**src/pkg/rnq_defines.vh**
```
// Constants for the reset and interrupt input qualifier
`ifndef RNQ_DEFINES_VH
`define RNQ_DEFINES_VH
`define RNQ_RST_PERIODS 7'd64
`define RNQ_NMI_PERIODS 7'd24
`define RNQ_CNT_W 7
`define RNQ_CNT_RST 7'h00
`define RNQ_PORT_W 8
`define RNQ_PORT_RST 8'hff
`endif

```
**src/design/rnq_qualifier.v**
```verilog
// Reset and non-maskable interrupt input qualifier
// Functional notes
// - Chip reset after 64 high samples
// - Reset input forces port pins asynchronously
// - Reset input wakes from idle, power-down
// - Interrupt after 24 high samples
`timescale 1ns/1ps
`default_nettype none
`include "rnq_defines.vh"
module rnq_qualifier (
  // Clock and power-on reset
  input wire clk,
  input wire rst_b,
  // External control inputs
  input wire rst_pin,
  input wire nmi_pin,
  // Port values from the core
  input wire [`RNQ_PORT_W-1:0] port_core,
  // Results: qualified reset and interrupt, raw-level wake and port pins
  output reg chip_rst_r,
  output wire wake,
  output reg nmi_pulse_r,
  output wire [`RNQ_PORT_W-1:0] port_out
);

  // Reset qualifier states
  localparam [1:0] RQ_IDLE = 2'b00;
  localparam [1:0] RQ_COUNT = 2'b01;
  localparam [1:0] RQ_HELD = 2'b10;

  // Interrupt qualifier states
  localparam [1:0] NQ_IDLE = 2'b00;
  localparam [1:0] NQ_COUNT = 2'b01;
  localparam [1:0] NQ_FIRED = 2'b10;

  // Seven bits hold the longer run without wrapping
  reg [`RNQ_CNT_W-1:0] rst_cnt_r;
  reg [`RNQ_CNT_W-1:0] rst_cnt_nxt;
  reg [`RNQ_CNT_W-1:0] nmi_cnt_r;
  reg [`RNQ_CNT_W-1:0] nmi_cnt_nxt;
  reg [1:0] rst_st_r;
  reg [1:0] rst_st_nxt;
  reg [1:0] nmi_st_r;
  reg [1:0] nmi_st_nxt;
  reg chip_rst_nxt;
  reg nmi_pulse_nxt;

  // Saturating counter; a low sample clears it
  function [`RNQ_CNT_W-1:0] rnq_count;
    input lvl;
    input [`RNQ_CNT_W-1:0] cnt;
    input [`RNQ_CNT_W-1:0] lim;
    begin
      if (!lvl) begin
        rnq_count = `RNQ_CNT_RST;
      end else if (cnt < lim) begin
        rnq_count = cnt + 7'h01;
      end else begin
        rnq_count = cnt;
      end
    end
  endfunction

  // Qualification reached when the run hits its limit
  function rnq_reached;
    input [`RNQ_CNT_W-1:0] cnt;
    input [`RNQ_CNT_W-1:0] lim;
    begin
      rnq_reached = (cnt == lim);
    end
  endfunction

  // Port value seen outside: reset state wins over the core
  function [`RNQ_PORT_W-1:0] rnq_port_sel;
    input force_rst;
    input [`RNQ_PORT_W-1:0] core_val;
    begin
      if (force_rst) begin
        rnq_port_sel = `RNQ_PORT_RST;
      end else begin
        rnq_port_sel = core_val;
      end
    end
  endfunction

  // Run lengths of consecutive high samples
  // A low sample restarts the run, so glitches never add up
  always @* begin
    rst_cnt_nxt = rnq_count(rst_pin, rst_cnt_r, `RNQ_RST_PERIODS);
    nmi_cnt_nxt = rnq_count(nmi_pin, nmi_cnt_r, `RNQ_NMI_PERIODS);
  end

  // Reset qualifier: level output, held while the pin stays high
  always @* begin
    rst_st_nxt = rst_st_r;
    case (rst_st_r)
      RQ_IDLE: begin
        if (rst_pin) begin
          if (rnq_reached(rst_cnt_nxt, `RNQ_RST_PERIODS)) begin
            rst_st_nxt = RQ_HELD;
          end else begin
            rst_st_nxt = RQ_COUNT;
          end
        end
      end
      RQ_COUNT: begin
        if (!rst_pin) begin
          rst_st_nxt = RQ_IDLE;
        end else if (rnq_reached(rst_cnt_nxt, `RNQ_RST_PERIODS)) begin
          rst_st_nxt = RQ_HELD;
        end
      end
      RQ_HELD: begin
        if (!rst_pin) begin
          rst_st_nxt = RQ_IDLE;
        end
      end
      default: begin
        rst_st_nxt = RQ_IDLE;
      end
    endcase
    chip_rst_nxt = (rst_st_nxt == RQ_HELD);
  end

  // Interrupt qualifier: one pulse, then wait for a low sample
  always @* begin
    nmi_st_nxt = nmi_st_r;
    nmi_pulse_nxt = 1'b0;
    case (nmi_st_r)
      NQ_IDLE: begin
        if (nmi_pin) begin
          if (rnq_reached(nmi_cnt_nxt, `RNQ_NMI_PERIODS)) begin
            nmi_st_nxt = NQ_FIRED;
            nmi_pulse_nxt = 1'b1;
          end else begin
            nmi_st_nxt = NQ_COUNT;
          end
        end
      end
      NQ_COUNT: begin
        if (!nmi_pin) begin
          nmi_st_nxt = NQ_IDLE;
        end else if (rnq_reached(nmi_cnt_nxt, `RNQ_NMI_PERIODS)) begin
          nmi_st_nxt = NQ_FIRED;
          nmi_pulse_nxt = 1'b1;
        end
      end
      NQ_FIRED: begin
        // A long hold must not raise a second interrupt
        if (!nmi_pin) begin
          nmi_st_nxt = NQ_IDLE;
        end
      end
      default: begin
        nmi_st_nxt = NQ_IDLE;
      end
    endcase
  end

  // Pins go to reset state from the raw level, no clock needed
  // Limitation: noise on the pin still forces the port pins
  assign port_out = rnq_port_sel(rst_pin, port_core);
  // Raw level so a stopped oscillator in power-down still wakes
  assign wake = rst_pin;

  // Reset side registers
  // Asynchronous clear; the pins are sampled as synchronous
  always @(posedge clk or negedge rst_b) begin
    if (!rst_b) begin
      rst_cnt_r <= `RNQ_CNT_RST;
    end else begin
      rst_cnt_r <= rst_cnt_nxt;
    end
  end

  always @(posedge clk or negedge rst_b) begin
    if (!rst_b) begin
      rst_st_r <= RQ_IDLE;
    end else begin
      rst_st_r <= rst_st_nxt;
    end
  end

  always @(posedge clk or negedge rst_b) begin
    if (!rst_b) begin
      chip_rst_r <= 1'b0;
    end else begin
      chip_rst_r <= chip_rst_nxt;
    end
  end

  // Interrupt side registers
  always @(posedge clk or negedge rst_b) begin
    if (!rst_b) begin
      nmi_cnt_r <= `RNQ_CNT_RST;
    end else begin
      nmi_cnt_r <= nmi_cnt_nxt;
    end
  end

  always @(posedge clk or negedge rst_b) begin
    if (!rst_b) begin
      nmi_st_r <= NQ_IDLE;
    end else begin
      nmi_st_r <= nmi_st_nxt;
    end
  end

  // The pulse is registered so the core sees a clean strobe
  always @(posedge clk or negedge rst_b) begin
    if (!rst_b) begin
      nmi_pulse_r <= 1'b0;
    end else begin
      nmi_pulse_r <= nmi_pulse_nxt;
    end
  end
endmodule // rnq_qualifier
`default_nettype wire

```
**config.mk**
```make
export PLATFORM = sky130hd
export DESIGN_NAME = rnq_qualifier
export DESIGN_NICKNAME = d
export VERILOG_FILES = /design/src/design/rnq_qualifier.v
export VERILOG_INCLUDE_DIRS = /design/src /design/src/pkg
export SDC_FILE = /design/constraint.sdc
export NUM_CORES = 1
export LEC_CHECK = 0
export ABC_AREA = 1
export BUFFER_PORTS_ARGS = -buffer_cell sky130_fd_sc_hd__buf_2
export CORE_MARGIN = 4
export CORE_UTILIZATION = 52
export CTS_CLUSTER_DIAMETER = 100
export CTS_CLUSTER_SIZE = 24
export DETAILED_ROUTE_END_ITERATION = 7
export GPL_TIMING_DRIVEN = 0
export PLACE_DENSITY = 0.75
export SLEW_MARGIN = 20
export SYNTH_ARGS = -nofsm -noshare
export SYNTH_HDL_FRONTEND = slang
export SYNTH_SLANG_ARGS = --single-unit
export TNS_END_PERCENT = 30
```
**constraint.sdc**
```tcl
create_clock -name clk -period 1.6 [get_ports clk]
set_input_delay 0.08 -clock clk [delete_from_list [all_inputs] [get_ports clk]]
set_output_delay 0.08 -clock clk [all_outputs]
set_load 0.01 [all_outputs]
```
* Word level (Yosys, flattened, before mapping)
Cells that the tools add are included.
** Storage, ports and cells
- Bits in registers :: 20
- ROM bits :: 0
- Memories kept :: 0
- Bits in latches :: 0
- RAM bits :: 0
- Output and inout port bits :: 11
** Cells by class
- $lt $le $gt $ge :: 2
- Bitwise operators :: 0
- Muxes and demuxes :: 20
- Add/subtract/negate cells :: 2
- Div/mod/pow operators :: 0
- Equal/unequal tests :: 10
- Multiply operators :: 0
- Shift operators :: 0
- Reductions and logical operators :: 4
** Operators by type and width (number)
- 7-bit two-way mux :: 4
- 2-bit two-way mux :: 10
- 7-bit by 1-bit adder with 7-bit output (second input constant) :: 2
- 2-bit case mux with 3 select lines :: 2
- 8-bit two-way mux :: 1
- 7-bit by 5-bit == test with 1-bit output (second input constant) :: 1
- 7-bit == test (second input constant) :: 1
- 7-bit by 5-bit less-than comparator with 1-bit output (second input constant) :: 1
- 7-bit less-than comparator (second input constant) :: 1
- 2-bit == test (second input constant) :: 3
- 2-bit by 1-bit == test with 1-bit output (second input constant) :: 2
- 2-bit logical NOT :: 2
- 2-bit != test (second input constant) :: 2
- 1-bit two-way mux :: 3
- 3-bit != test (second input constant) :: 1
- 3-bit AND reduction :: 1
- 2-bit OR reduction :: 1

* Logic depth before layout (Yosys ltp)
- Word-level depth :: 8
- Gate-level depth with buffers :: 10
- Gate-level depth less buffers :: 10

* Worst setup path before layout
No wires, ideal clock.
- Path type :: reg-to-reg
- From :: reg nmi_cnt_r[0]
- To :: reg nmi_st_r[1]
- Path slack :: 0.298 ns
- Clock period less this slack :: 1.302 ns
- Cell stages (with the launch flop) :: 8
- Data required time :: 1.535 ns
- Arrival :: 1.237 ns
- Cell sequence :: dfrtp_1 -> ha_1 -> nand3b_1 -> nand3_1 -> nand3_1 -> nor2_1 -> nand3_1 -> nand2_1
** On the way
- Word-level cells in the longest chain between the ends :: 7
- Elaborated cells between the ends (all ways) :: 10
- Classes of those cells :: 1 x add/sub; 1 x order compare; 2 x eq/ne; 5 x mux; 1 x reduce/logical
** Ends and longest elaborated chain
- start: declaration :: RTL line rnq_qualifier.v:39 : reg [`RNQ_CNT_W-1:0] nmi_cnt_r;
- start signal: assignment :: RTL line rnq_qualifier.v:195 : nmi_cnt_r <= `RNQ_CNT_RST;
- start signal: assignment :: RTL line rnq_qualifier.v:197 : nmi_cnt_r <= nmi_cnt_nxt;
- 7-bit by 1-bit adder with 7-bit output or 7-bit by 5-bit less-than comparator with 1-bit output (tied branches) :: RTL line rnq_qualifier.v:57, rnq_qualifier.v:56
- 7-bit two-way mux (*) :: RTL line rnq_qualifier.v:56 : end else if (cnt < lim) begin
- 7-bit two-way mux (*) :: RTL line rnq_qualifier.v:54 : if (!lvl) begin
- 7-bit by 5-bit == test with 1-bit output (*) :: RTL line rnq_qualifier.v:69 : rnq_reached = (cnt == lim);
- 2-bit two-way mux :: RTL line rnq_qualifier.v:132 : if (rnq_reached(nmi_cnt_nxt, `RNQ_NMI_PERIODS)) begin
- 2-bit two-way mux :: RTL line rnq_qualifier.v:131 : if (nmi_pin) begin
- 2-bit case mux with 3 select lines :: RTL line rnq_qualifier.v:129 : case (nmi_st_r)
- end signal: assignment :: RTL line rnq_qualifier.v:205 : nmi_st_r <= nmi_st_nxt;
- end: declaration :: RTL line rnq_qualifier.v:43 : reg [1:0] nmi_st_r;
Mark *: on every way between the ends. The rest lies on a longest branch, timed or not. The select of a mux whose other input is x is not followed.
A chain may end at the register's enable or synchronous reset.

* Worst setup path after layout
- From :: reg rst_cnt_r[0]
- To :: reg chip_rst_r
** On the way
- Word-level cells in the longest chain between the ends :: 8
- Elaborated cells between the ends (all ways) :: 11
- Classes of those cells :: 1 x add/sub; 1 x order compare; 2 x eq/ne; 7 x mux
** Ends and longest elaborated chain
- start: declaration :: RTL line rnq_qualifier.v:37 : reg [`RNQ_CNT_W-1:0] rst_cnt_r;
- start signal: assignment :: RTL line rnq_qualifier.v:170 : rst_cnt_r <= `RNQ_CNT_RST;
- start signal: assignment :: RTL line rnq_qualifier.v:172 : rst_cnt_r <= rst_cnt_nxt;
- 7-bit by 1-bit adder with 7-bit output or 7-bit less-than comparator (tied branches) :: RTL line rnq_qualifier.v:57, rnq_qualifier.v:56
- 7-bit two-way mux (*) :: RTL line rnq_qualifier.v:56
- 7-bit two-way mux (*) :: RTL line rnq_qualifier.v:54
- 7-bit == test (*) :: RTL line rnq_qualifier.v:69
- 2-bit two-way mux, on equally long branches :: RTL line rnq_qualifier.v:109, rnq_qualifier.v:99
- 2-bit two-way mux, on equally long branches :: RTL line rnq_qualifier.v:107, rnq_qualifier.v:98
- 2-bit case mux with 3 select lines (*) :: RTL line rnq_qualifier.v:96 : case (rst_st_r)
- 2-bit == test (*) :: RTL line rnq_qualifier.v:122 : chip_rst_nxt = (rst_st_nxt == RQ_HELD);
- via chip_rst_nxt :: RTL line rnq_qualifier.v:45 : reg chip_rst_nxt;
- end signal: assignment :: RTL line rnq_qualifier.v:188 : chip_rst_r <= chip_rst_nxt;
- end: declaration :: RTL line rnq_qualifier.v:20 : output reg chip_rst_r,
The timed path passes the listed nets; every way through them passes the cells marked *.

==> metrics.csv <==
stage,metric,value,unit
run_status,status,completed,
critical_path,cp.required,1.83,ns
pwr,power_frac_seq,59.6,%
clock_network,cts_tree,yes,
min_path,min_path_type,primary input to flop,
pwr,max-vdd-ir-drop,0.6741,mV
grt,grt_max_degree,21,
pwr,clock_power_share,26.0,%
die,pin_count,23,
grt,use_met2,26.45,%
grt,grt_antenna_before_repair,0,
die,die_x,52.72,um
detailed_routing,dr.pass1.iters,4,
cells_and_area,drive_above_1_share,25.93,%
critical_path,endpoint_kind,flop,
critical_path,arrival,1.70,ns
critical_path,critPathMaxFanout,3,
logic_synthesis,synth_fp_nets,149,
die,fp-row-count,15,
timing,post-route-min-period,1.464,ns
clock_network,h-tree-depth,1,
timing,slew_headroom,72.45,%
detailed_routing,drc,0,
critical_path,critical_path_class,flop to flop,
clock_network,root_buffer,clkbuf_4,
clock_network,numCtsBuffers,3,
cells_and_area,nets,178,
placed_design,dp.cells,181,
pwr,swShare,25.57,%
placed_design,io_buffers,21,
cells_and_area,area_growth,18.17,%
critical_path,r2r_setup_slack,0.14,ns
logic_synthesis,ys.flop_type,dfrtp_1,
critical_path,ff2ff_path_depth,10,
logic_synthesis,synth_cell_types,21,
cells_and_area,post-route-util,68.19,%
grt,busiest_layer,met2,
grt,use_met1,22.04,%
clock_network,cts_buffer_depth,2,
detailed_routing,antenna_left,0,
logic_synthesis,netlist_area,0.001040,mm2
detailed_routing,totalWireLength,1939,um
timing,timing.final.ws_setup,0.1363,ns
min_path,hold_depth,3,
logic_synthesis,yosysTopAreaCellShare,48.13,%
logic_synthesis,ys_top_cells_by_count,"nand2_1, inv_1, dfrtp_1",
placed_design,dp_hpwl,1532,um
logic_synthesis,ys_seq_area_share,48.13,%
flow_run,drv_cap,0,
timing,period_share,91.48,%
die,core_area,0.001802,mm2
grt,use_met3,4.843,%
detailed_routing,route.vias.total,893,
grt,grt_usage,16.77,%
pwr,p_per_area,729.4,mW/mm2
detailed_routing,viasPerCell,4.775,
logic_synthesis,async_flop_share,100.0,%
pwr,power_frac_comb,14.4,%
pwr,leakage,0.7263,nW
placed_design,place_congestion,0.7939,
logic_synthesis,synthTopCellsByArea,"dfrtp_1, nand2_1, inv_1",
die,dieHeight,52.72,um
timing,fmax,683.2,MHz
critical_path,critical_path.startpoint_type,flop,
timing,grt_setup_unrepaired,true,
cells_and_area,diodes,0,
grt,grt_pass1_vias,839,
clock_network,insertion_delay,0.30,ns
pwr,p_int,0.6671,mW
cells_and_area,stdcell_count,187,
die,die-area,0.002779,mm2
timing,worst_slew_pin_slew,0.4133,ns
logic_synthesis,yosysTopAreaCell,dfrtp_1,
timing,clock_skew,0.005874,ns
logic_synthesis,syn-instance-count,135,
clock_network,cts.sinks,20,
logic_synthesis,avgSynthCellArea,7.702,um2
grt,grt_pass1_wl,3408,um
logic_synthesis,ys.warnings.count,0,
detailed_routing,drtIter0Drc,19,
timing,drv_slew,0,
timing,setup_violations,0,
pwr,p_total,0.8962,mW
logic_synthesis,synth.most_common_cell,nand2_1,
logic_synthesis,synth_edf_count,0,
timing,hold_viol,0,
clock_network,cts.clk_slew.worst_paths,0.11,ns
placed_design,preCtsSetupSlack,0.1333,ns
detailed_routing,wl_per_cell,10.37,um
grt,grt-ovfl-total,0,
logic_synthesis,ys_seq_elements,20,
die,start_util,57.71,%
pwr,switchingPower,0.2292,mW
-- power by group through the flow --
stage | clock network (mW) | registers [mW] | logic [mW]
5_1_grt | 0.261 | 0.537 | 0.148
3_3_place_gp | 0 | 0.544 | 0.115
6_report | 0.233 | 0.534 | 0.129
2_1_floorplan | 0 | 0.541 | 0.0729
3_5_place_dp | 0 | 0.544 | 0.120
4_1_cts | 0.240 | 0.535 | 0.122
-- critical path, cell delays in order (launching register included) --
cell     delay, ns
dfrtp_1       0.42
ha_1          0.29
inv_1         0.05
nand2_1       0.05
nand3_1       0.08
nand2_1       0.07
nor2_1        0.09
nand3_1       0.09
nor2_2        0.11
nor2_1        0.06
nor2_1        0.08
-- sequential cells by signal (all words and copies together) (netlist names) --
register     cells
rst_cnt_r        7
rst_st_r         2
nmi_pulse_r      1
nmi_cnt_r        7
nmi_st_r         2
chip_rst_r       1
-- logic make-up (layout without fill, tap and decap cells) --
| kind of cell | Yosys count | after routing | synth area share [%] |
|---|---|---|---|
| buffers and inverters | 30 | 57 | 11.55 |
| DFF | 20 | 20 | 48.13 |
| and+or+nand+nor | 75 | 75 | 32.37 |
| adders and majority gates | 3 | 3 | 3.369 |
| xor gates and xnor gates | 1 | 1 | 0.8425 |
| AOI/OAI and AO/OA | 6 | 6 | 3.730 |
-- metrics by stage --
step	instance area, um2	setup TNS, ns	hold WS (ns)
detailed placement	1176	0	0.03889
finish	1229	0	0.05061
global placement	1176	0	0.04173
CTS	1209	0	0.04427
global route	1229	-0.03680	0.06147
floorplan	1040	0	-0.2156
-- layer usage --
layer	up-vias	part of all wire, %
met2	27	44
met5	-	0
met1	397	47
met4	0	1.3
met3	5	7.4
li1	464	-
-- placed cells by master, fill, tap and decap left out, drive strengths merged --
cell         netlist  layout
nor3               1       1
a21oi              3       3
nand2             28      28
xor2               1       1
o21bai             2       2
dfrtp             20      20
clkbuf             1       4
inv               27      27
nor2              18      18
maj3               1       1
buf                2      25
dlygate4sd3        0       1
ha                 2       2
nand3b             1       1
nand3             18      18
o21ai              1       1
or2                8       8
nand4              1       1
-- timing repair --
item                       in CTS  in global routing
hold buffers                    1                  0
setup buffers                   0                  2
setup endpoints to repair       0                  4
hold endpoints to repair       20                  0
gates resized for setup         0                  2
-- final cells by class --
class	instances	area, um2
fillers	166	573.1
flip-flops and latches	20	500.5
multi-input cells	85	424.2
repair buffers	24	130.1
inverters	27	101.3
well taps	25	31.28
clock buffers	3	22.52
plain buffers	3	18.77
-- worst paths after layout --
| check | end | startpoint |
|---|---|---|
| worst max register to register | chip_rst_r | rst_cnt_r[0] |
| max in group asynchronous | nmi_cnt_r[0] | rst_b |
| worst min-delay path | rst_cnt_r[2] | rst_pin |
| worst min register to register | rst_st_r[0] | rst_st_r[1] |
| worst max-delay path | chip_rst_r | rst_cnt_r[0] |
| min in group asynchronous | nmi_st_r[1] | rst_b |
Power figures use the tool's default switching activity.
